==> config.mk <==
export PLATFORM = sky130hd
export DESIGN_NAME = tepc_timer
export DESIGN_NICKNAME = d
export VERILOG_FILES = /design/src/design/tepc_pkg.sv /design/src/design/tepc_timer.sv
export SDC_FILE = /design/constraint.sdc
export NUM_CORES = 1
export LEC_CHECK = 0
export BUFFER_PORTS_ARGS = -buffer_cell sky130_fd_sc_hd__buf_2
export CAP_MARGIN = 20
export CORE_MARGIN = 2
export CORE_UTILIZATION = 60
export CTS_CLUSTER_DIAMETER = 100
export DETAILED_ROUTE_END_ITERATION = 7
export GPL_ROUTABILITY_DRIVEN = 0
export PLACE_DENSITY_LB_ADDON = 0.15
export SYNTH_ARGS = -nofsm -noshare
export SYNTH_HDL_FRONTEND = slang
export SYNTH_SLANG_ARGS = --single-unit
export TNS_END_PERCENT = 5
==> constraint.sdc <==
create_clock -name clk -period 2.3 [get_ports clk]
set_input_delay 0.23 -clock clk [delete_from_list [all_inputs] [get_ports clk]]
set_output_delay 0.23 -clock clk [all_outputs]
set_load 0.05 [all_outputs]
==> src/design/tepc_pkg.sv <==
// Package: register map, field positions and types of the timer/event counter
package tepc_pkg;
   localparam logic [1:0] ADDR_COUNT_LO = 2'h0;
   localparam logic [1:0] ADDR_COUNT_HI = 2'h1;
   localparam logic [1:0] ADDR_CONTROL  = 2'h2;
   localparam logic [1:0] ADDR_IRQ_CTRL = 2'h3;
   // Control register fields
   localparam int CTRL_MODE_HI_BIT = 7;
   localparam int CTRL_MODE_LO_BIT = 6;
   localparam int CTRL_RUN_BIT     = 4;
   localparam int CTRL_EDGE_BIT    = 3;
   // Interrupt control register fields
   localparam int IRQ_GLOBAL_BIT = 0;
   localparam int IRQ_ENABLE_BIT = 2;
   localparam int IRQ_FLAG_BIT   = 5;
   // Reset values
   localparam logic [7:0]  CTRL_RESET  = 8'h00;
   localparam logic [15:0] COUNT_RESET = 16'h0000;
   localparam logic [15:0] COUNT_FULL  = 16'hffff;
   localparam logic [3:0]  CTRL_FIELDS_RESET = 4'h0;
   localparam logic [2:0]  IRQ_RESET         = 3'h0;
   localparam logic [7:0]  BYTE_RESET        = 8'h00;
   // Internal clock is the system clock divided by four
   localparam int          PRESCALE     = 4;
   localparam logic [1:0]  PRESCALE_TOP = 2'(PRESCALE - 1);
   typedef enum logic [1:0] {
      MODE_OFF   = 2'h0,
      MODE_EVENT = 2'h1,
      MODE_TIMER = 2'h2,
      MODE_PULSE = 2'h3
   } tepc_mode_type;
   typedef struct packed {
      logic mode_sel_hi;
      logic mode_sel_lo;
      logic count_run;
      logic edge_polarity;
   } tepc_ctrl_type;
   typedef struct packed {
      logic global_irq_enable;
      logic overflow_irq_enable;
      logic overflow_flag;
   } tepc_irq_type;
endpackage : tepc_pkg

==> src/design/tepc_timer.sv <==
// Timer/event counter with timer, event-count and pulse-width modes
// Notes on behaviour
// Mode bits hi=0 lo=1 count pin transitions while count_run is high
// Event mode: rising edge counts when edge_polarity low, falling when high
// Passing full count reloads preload value and counting continues, in timer, event and pulse-width modes
// Event counting continues while the processor is powered down
// Both mode bits high: pulse-width mode, internal clock gated by pin level
// Polarity low: count after falling edge, stop and clear count_run on high
// Polarity high: count after rising edge, stop and clear count_run on low
// After auto clear, ignore pin and hold count until software sets count_run
// Timer and event modes never clear count_run in hardware
// Overflow sets the request flag; interrupt only when its enable is set
// Clearing the interrupt enable hides the interrupt, counter keeps running
// Pin level is sampled on the internal timer clock tick
// Counter clock inhibited during counter read or preload write
// Internal-clock overflow never wakes the processor from power-down
// count_run is bit 4 of control register: set starts, clear stops
// Software sets port direction bit 2 so the input pin is an input
// Software sets count_run only after mode bits are configured
// Software loads a start value before enabling the timer
// Mode bits hi=1 lo=0: timer mode on system clock divided by four
// Preload write loads counter if stopped, else waits for next overflow
// Low byte write buffered until high write; high read latches low byte
// Overflow occurs on passing full count of all ones
// Both mode bits zero: counter holds and no overflow occurs
//
// Strobed register access and the address map were decided locally.
`timescale 1ns/1ps
`default_nettype none
module tepc_timer (
   input  wire logic       clk,
   input  wire logic       rst_n,
   input  wire logic [1:0] addr,
   input  wire logic [7:0] wdata,
   input  wire logic       wr,
   input  wire logic       rd,
   output logic      [7:0] rdata,
   input  wire logic       timer_input_pin,
   input  wire logic       power_down,
   output logic            irq,
   output logic            wake_req
);
   tepc_pkg::tepc_ctrl_type ctrl;
   tepc_pkg::tepc_ctrl_type next_ctrl;
   tepc_pkg::tepc_irq_type  irqc;
   tepc_pkg::tepc_irq_type  next_irqc;
   tepc_pkg::tepc_mode_type mode;

   typedef enum logic {PW_WAIT, PW_MEAS} tepc_pw_type;
   tepc_pw_type pw_state;
   tepc_pw_type next_pw_state;

   logic [15:0] count;
   logic [15:0] next_count;
   logic [15:0] preload;
   logic [15:0] next_preload;
   logic [7:0]  lo_buf;
   logic [7:0]  next_lo_buf;
   logic [7:0]  rd_lo;
   logic [7:0]  next_rd_lo;
   logic [7:0]  next_rdata;
   logic        next_irq;
   logic        next_wake_req;
   logic [1:0]  presc;
   logic [1:0]  next_presc;
   logic        sync1;
   logic        sync2;
   logic        sync3;
   logic        pin_lvl;
   logic        next_pin_lvl;
   logic        pin_prev;
   logic        tick_lvl;
   logic        next_tick_lvl;
   logic        tick;
   logic        inhibit;
   logic        step;
   logic        ovf;
   logic        act_lvl;
   logic        ev_edge;
   logic        pw_stop;

   function automatic logic is_addr(input logic [1:0] a, input logic [1:0] ref_a);
      return a == ref_a;
   endfunction : is_addr

   assign mode    = tepc_pkg::tepc_mode_type'({ctrl.mode_sel_hi, ctrl.mode_sel_lo});
   assign tick    = (presc == tepc_pkg::PRESCALE_TOP);
   assign act_lvl = ctrl.edge_polarity;

   // Pin synchroniser, level accepted once stages two and three agree
   always_ff @(posedge clk or negedge rst_n) begin
      if (!rst_n) begin
         sync1 <= 1'b0;
         sync2 <= 1'b0;
         sync3 <= 1'b0;
      end else begin
         sync1 <= timer_input_pin;
         sync2 <= sync1;
         sync3 <= sync2;
      end
   end

   always_comb begin
      next_pin_lvl  = (sync2 == sync3) ? sync3 : pin_lvl;
      next_tick_lvl = tick ? pin_lvl : tick_lvl;
      next_presc    = presc + 2'h1;
   end

   always_ff @(posedge clk or negedge rst_n) begin
      if (!rst_n) begin
         pin_lvl  <= 1'b0;
         pin_prev <= 1'b0;
         tick_lvl <= 1'b0;
         presc    <= 2'h0;
      end else begin
         pin_lvl  <= next_pin_lvl;
         pin_prev <= pin_lvl;
         tick_lvl <= next_tick_lvl;
         presc    <= next_presc;
      end
   end

   // Edge into the counted level: rising for polarity low, falling for high
   assign ev_edge = (pin_prev != pin_lvl) && (pin_lvl == !ctrl.edge_polarity);
   // Pulse-width active level equals the polarity bit, idle is its inverse
   assign pw_stop = (pw_state == PW_MEAS) && tick && (pin_lvl != act_lvl);

   assign inhibit = (rd || wr) && (is_addr(addr, tepc_pkg::ADDR_COUNT_LO) ||
                                   is_addr(addr, tepc_pkg::ADDR_COUNT_HI));

   // Counting source per mode
   always_comb begin
      step = 1'b0;
      case (mode)
         tepc_pkg::MODE_TIMER: step = ctrl.count_run && tick && !power_down;
         tepc_pkg::MODE_EVENT: step = ctrl.count_run && ev_edge;
         tepc_pkg::MODE_PULSE: step = ctrl.count_run && (pw_state == PW_MEAS) && tick &&
                                      (pin_lvl == act_lvl);
         tepc_pkg::MODE_OFF:   step = 1'b0;
         default:              step = 1'b0;
      endcase
      step = step && !inhibit;
   end

   assign ovf = step && (count == tepc_pkg::COUNT_FULL);

   // Pulse-width measurement sequencing
   always_comb begin
      next_pw_state = pw_state;
      case (pw_state)
         PW_WAIT: begin
            if (mode == tepc_pkg::MODE_PULSE && ctrl.count_run && tick &&
                tick_lvl == !act_lvl && pin_lvl == act_lvl) begin
               next_pw_state = PW_MEAS;
            end
         end
         PW_MEAS: begin
            if (mode != tepc_pkg::MODE_PULSE || !ctrl.count_run || pw_stop) begin
               next_pw_state = PW_WAIT;
            end
         end
         default: next_pw_state = PW_WAIT;
      endcase
   end

   always_ff @(posedge clk or negedge rst_n) begin
      if (!rst_n) begin
         pw_state <= PW_WAIT;
      end else begin
         pw_state <= next_pw_state;
      end
   end

   // Registers, counter and read path
   always_comb begin
      next_ctrl     = ctrl;
      next_irqc     = irqc;
      next_count    = count;
      next_preload  = preload;
      next_lo_buf   = lo_buf;
      next_rd_lo    = rd_lo;
      next_rdata    = 8'h00;
      if (mode == tepc_pkg::MODE_PULSE && pw_stop) begin
         next_ctrl.count_run = 1'b0;
      end
      if (ovf) begin
         next_count = preload;
      end else if (step) begin
         next_count = count + 16'h0001;
      end
      if (wr) begin
         case (addr)
            tepc_pkg::ADDR_COUNT_LO: next_lo_buf = wdata;
            tepc_pkg::ADDR_COUNT_HI: begin
               next_preload = {wdata, lo_buf};
               if (!ctrl.count_run) begin
                  next_count = {wdata, lo_buf};
               end
            end
            tepc_pkg::ADDR_CONTROL: begin
               next_ctrl.mode_sel_hi   = wdata[tepc_pkg::CTRL_MODE_HI_BIT];
               next_ctrl.mode_sel_lo   = wdata[tepc_pkg::CTRL_MODE_LO_BIT];
               next_ctrl.count_run     = wdata[tepc_pkg::CTRL_RUN_BIT];
               next_ctrl.edge_polarity = wdata[tepc_pkg::CTRL_EDGE_BIT];
            end
            tepc_pkg::ADDR_IRQ_CTRL: begin
               next_irqc.global_irq_enable   = wdata[tepc_pkg::IRQ_GLOBAL_BIT];
               next_irqc.overflow_irq_enable = wdata[tepc_pkg::IRQ_ENABLE_BIT];
               next_irqc.overflow_flag       = wdata[tepc_pkg::IRQ_FLAG_BIT];
            end
            default: next_lo_buf = lo_buf;
         endcase
      end
      if (ovf) begin
         next_irqc.overflow_flag = 1'b1;
      end
      if (rd) begin
         case (addr)
            tepc_pkg::ADDR_COUNT_LO: next_rdata = rd_lo;
            tepc_pkg::ADDR_COUNT_HI: begin
               next_rdata = count[15:8];
               next_rd_lo = count[7:0];
            end
            tepc_pkg::ADDR_CONTROL: begin
               next_rdata[tepc_pkg::CTRL_MODE_HI_BIT] = ctrl.mode_sel_hi;
               next_rdata[tepc_pkg::CTRL_MODE_LO_BIT] = ctrl.mode_sel_lo;
               next_rdata[tepc_pkg::CTRL_RUN_BIT]     = ctrl.count_run;
               next_rdata[tepc_pkg::CTRL_EDGE_BIT]    = ctrl.edge_polarity;
            end
            tepc_pkg::ADDR_IRQ_CTRL: begin
               next_rdata[tepc_pkg::IRQ_GLOBAL_BIT] = irqc.global_irq_enable;
               next_rdata[tepc_pkg::IRQ_ENABLE_BIT] = irqc.overflow_irq_enable;
               next_rdata[tepc_pkg::IRQ_FLAG_BIT]   = irqc.overflow_flag;
            end
            default: next_rdata = 8'h00;
         endcase
      end
      next_irq = next_irqc.overflow_flag && next_irqc.overflow_irq_enable &&
                 next_irqc.global_irq_enable;
      // Only the pin-clocked event counter may wake a sleeping processor
      next_wake_req = ovf && power_down && (mode == tepc_pkg::MODE_EVENT) &&
                      irqc.overflow_irq_enable;
   end

   always_ff @(posedge clk or negedge rst_n) begin
      if (!rst_n) begin
         ctrl     <= tepc_pkg::tepc_ctrl_type'(tepc_pkg::CTRL_FIELDS_RESET);
         irqc     <= tepc_pkg::tepc_irq_type'(tepc_pkg::IRQ_RESET);
         count    <= tepc_pkg::COUNT_RESET;
         preload  <= tepc_pkg::COUNT_RESET;
         lo_buf   <= tepc_pkg::BYTE_RESET;
         rd_lo    <= tepc_pkg::BYTE_RESET;
         rdata    <= tepc_pkg::BYTE_RESET;
         irq      <= 1'b0;
         wake_req <= 1'b0;
      end else begin
         ctrl     <= next_ctrl;
         irqc     <= next_irqc;
         count    <= next_count;
         preload  <= next_preload;
         lo_buf   <= next_lo_buf;
         rd_lo    <= next_rd_lo;
         rdata    <= next_rdata;
         irq      <= next_irq;
         wake_req <= next_wake_req;
      end
   end
endmodule : tepc_timer
`default_nettype wire

==> load_flow_metrics.sql <==
INSERT INTO impl_metrics (metric_group, metric, value, unit) VALUES
('power_and_ir_drop', 'p_comb_frac', '0.236', ''),
('power_and_ir_drop', 'power_density', '888.0', 'mW/mm^2'),
('outcome', 'failing_checks', 'hold timing', ''),
('synth', 'synth_area', '0.003541', 'mm^2'),
('synth', 'synth_top_area_share', '0.5230', ''),
('clock_tree', 'htree_num_levels', '3', ''),
('synth', 'synth_seq_area_share', '0.5230', ''),
('power_and_ir_drop', 'switching_power', '1146', 'uW'),
('setup_path', 'r2r_end', 'count[7]$_DFF_PN0_', ''),
('power_and_ir_drop', 'cellInternalPower', '2421', 'uW'),
('setup_path', 'crit_required', '2570', 'ps'),
('power_and_ir_drop', 'pwr-share-clk', '0.248', ''),
('clock_tree', 'clock_tree.root_cell', 'sky130_fd_sc_hd__clkbuf_8', ''),
('synth', 'async_flop_share', '1.000', ''),
('place', 'io_buffer_count', '25', ''),
('sta', 'final_setup_vio_count', '0', ''),
('synth', 'synthSimpleGateAreaFrac', '0.1671', ''),
('sta', 'holdWs', '-15.54', 'ps'),
('floorplanning', 'floorplan.initialDensity', '0.6314', ''),
('synth', 'synth_compound_area_frac', '0.1102', ''),
('finish', 'layout-drive-gt1-share', '0.2901', ''),
('floorplanning', 'die_x', '80.82', 'um'),
('grt', 'grt_antenna_before_repair', '0', ''),
('clock_tree', 'numClockSinks', '74', ''),
('power_and_ir_drop', 'seq_power_share', '0.516', ''),
('place', 'dpl.hpwl', '5772', 'um'),
('outcome', 'run_status', 'finished, violations left', ''),
('setup_path', 'timing.reg2reg.setup_slack', '170', 'ps'),
('synth', 'synth.top_cells.by_area', 'sky130_fd_sc_hd__dfrtp_1 (52%), sky130_fd_sc_hd__mux2_2 (11%), sky130_fd_sc_hd__nand2_1 (3.3%), sky130_fd_sc_hd__mux2i_1 (3.1%), sky130_fd_sc_hd__o21ai_0 (3.0%)', ''),
('power_and_ir_drop', 'power', '3567', 'uW'),
('power_and_ir_drop', 'power.switching_fraction', '0.3212', ''),
('floorplanning', 'core-area', '0.005608', 'mm^2'),
('synth', 'multiplexer_area_fraction_after_synthesis', '0.1456', ''),
('sta', 'fin_worst_skew', '5.898', 'ps'),
('sta', 'final-max-slew-violation-count', '0', ''),
('setup_path', 'cp_data_arrival_time', '2390', 'ps'),
('drt', 'detailedRoute.firstIterationViolations', '225', ''),
('floorplanning', 'die_height', '80.82', 'um'),
('hold_path', 'hold_path.class', 'in2async', ''),
('sta', 'period_needed', '2128', 'ps'),
('finish', 'stdcell_area', '0.004016', 'mm^2'),
('place', 'detailed_place.area', '0.003824', 'mm^2'),
('setup_path', 'timing.critical_path.slowest_stage_cell', 'sky130_fd_sc_hd__nor4_4', ''),
('grt', 'largest_net_degree_at_the_start_of_global_routing', '75', ''),
('synth', 'synthesis.nets', '335', ''),
('synth', 'synth_xor_area_frac', '0.02226', ''),
('grt', 'grt_first_pass_wirelength', '13410', 'um'),
('setup_path', 'worstSetupEndpointType', 'flip-flop', ''),
('sta', 'hold_violations', '6', ''),
('drt', 'drc', '0', ''),
('sta', 'worst_pin_slew', '912.1', 'ps'),
('setup_path', 'crit_path_max_incr_delay', '410', 'ps'),
('grt', 'first_global_vias', '2655', ''),
('setup_path', 'criticalPathCategory', 'reg2reg', ''),
('finish', 'antenna_cells', '0', ''),
('synth', 'post_synthesis_register_bit_count', '74', ''),
('clock_tree', 'max-clock-path-buffers', '2', ''),
('setup_path', 'critical_path.max_fanout', '9', ''),
('setup_path', 'timing.critical_path.from_type', 'flip-flop', ''),
('drt', 'routed-via-count', '2619', ''),
('drt', 'ant_nets', '0', ''),
('setup_path', 'worstReg2RegStart', 'count[1]$_DFF_PN0_', ''),
('setup_path', 'timing.reg2reg.worst_path_depth', '8', ''),
('drt', 'wl_per_cell', '18.65', 'um'),
('synth', 'dominant_combinational_cell_family_by_area_after_synthesis', 'simple AND/OR/NAND/NOR gates', ''),
('finish', 'mostFrequentLayoutCells', 'sky130_fd_sc_hd__dfrtp_1 (74), sky130_fd_sc_hd__mux2_2 (36), sky130_fd_sc_hd__nand2_1 (31), sky130_fd_sc_hd__buf_2 (24), sky130_fd_sc_hd__o21ai_0 (21)', ''),
('drt', 'post_drt_via_cell_ratio', '6.035', ''),
('floorplanning', 'die_footprint', '0.006532', 'mm^2'),
('sta', 'period_share', '0.9252', ''),
('synth', 'ys.warnings.count', '0', ''),
('power_and_ir_drop', 'power.static_leakage', '0.001799', 'uW');
cell usage after synthesis (2+ instances only):
cell type	n
sky130_fd_sc_hd__a211oi_1	6
sky130_fd_sc_hd__a21oi_1	5
sky130_fd_sc_hd__a31oi_1	4
sky130_fd_sc_hd__and2_1	10
sky130_fd_sc_hd__and3_1	6
sky130_fd_sc_hd__and3b_1	3
sky130_fd_sc_hd__buf_1	2
sky130_fd_sc_hd__buf_2	2
sky130_fd_sc_hd__buf_4	3
sky130_fd_sc_hd__clkbuf_1	6
sky130_fd_sc_hd__dfrtp_1	74
sky130_fd_sc_hd__ha_1	2
sky130_fd_sc_hd__inv_1	4
sky130_fd_sc_hd__mux2_2	36
sky130_fd_sc_hd__mux2i_1	11
sky130_fd_sc_hd__nand2_1	31
sky130_fd_sc_hd__nand2b_1	2
sky130_fd_sc_hd__nand3_1	9
sky130_fd_sc_hd__nand3b_1	3
sky130_fd_sc_hd__nand4_1	4
sky130_fd_sc_hd__nor2_1	16
sky130_fd_sc_hd__nor2b_1	4
sky130_fd_sc_hd__nor3_1	9
sky130_fd_sc_hd__nor3b_1	2
sky130_fd_sc_hd__nor3b_2	2
sky130_fd_sc_hd__o211ai_1	2
sky130_fd_sc_hd__o21ai_0	21
sky130_fd_sc_hd__o21ai_1	9
sky130_fd_sc_hd__xor2_1	8
state kept, by name, summed over array words and instances, names as in the netlist:
name      cells
count        16
preload      16
pin_lvl       1
ctrl          3
presc         2
irq           1
sync2         1
rd_lo         8
lo_buf        8
sync1         1
wake_req      1
rdata         8
tick_lvl      1
act_lvl       1
irqc          3
pin_prev      1
pw_state      1
sync3         1
metrics by stage:
| stage | hold slack [ps] | utilization | setup slack (ps) |
|---|---|---|---|
| global route | 92.28 | 0.7162 | 33.15 |
| detailed placement | 340.0 | 0.6818 | 110.6 |
| finish | -15.54 | 0.7162 | 172.1 |
| global placement | 337.7 | 0.6818 | 251.6 |
| CTS | 41.23 | 0.7140 | 98.65 |
| floorplan | -65.59 | - | 347.2 |
routing by layer:
metal | GRT usage | vias to the layer above | share of wire
li1 | - | 1214 | -
met1 | 0.3855 | 1275 | 0.44
met2 | 0.4405 | 114 | 0.47
met3 | 0.06000 | 16 | 0.074
met4 | 0.1017 | 0 | 0.015
met5 | 0 | - | 0
cells by family after synthesis:
kind of cell / Yosys count
multiplexers: 47
AND/OR/NAND/NOR: 107
buffers and inverters: 17
flip-flops: 74
AO/OA/AOI/OAI: 60
XOR/XNOR: 9
adder cells (fa/ha/maj): 3
how the worst max path moves through the flow:
stage / from / to / slack (ps) / cells past startpoint
3_5_place_dp: presc[0]$_DFF_PN0_ / count[2]$_DFF_PN0_ / 110 / 8
3_3_place_gp: presc[0]$_DFF_PN0_ / count[4]$_DFF_PN0_ / 250 / 8
4_1_cts: presc[0]$_DFF_PN0_ / count[2]$_DFF_PN0_ / 100 / 8
6_report: count[1]$_DFF_PN0_ / count[7]$_DFF_PN0_ / 170 / 8
5_1_grt: presc[0]$_DFF_PN0_ / count[3]$_DFF_PN0_ / 30 / 8
2_1_floorplan: count[0]$_DFF_PN0_ / count[6]$_DFF_PN0_ / 350 / 8
cell type report:
type,count,area [um^2],share of cell area
clock buffers,12,155.1,0.03863
clock inverters,3,15.01,0.003738
inverters,4,15.01,0.003738
multi-input cells,226,1624,0.4044
flip-flops and latches,74,1852,0.4611
well taps,72,90.09,0.02243
repair buffers,43,265.3,0.06604
what timing repair did:
action,4_1_cts,5_1_grt
endpoints found under the hold margin,1,0
endpoints found under the setup margin,0,5
hold buffers,1,0
resized for setup,0,3
power by group through the flow:
stage | clock (uW) | sequential [uW] | combinational (uW)
finish | 884 | 1840 | 842
CTS | 899 | 1830 | 831
detailed placement | 0 | 1860 | 823
global placement | 0 | 1840 | 802
global route | 950 | 1880 | 922
floorplan | 0 | 1850 | 528
Power figures use the tool's default switching activity.
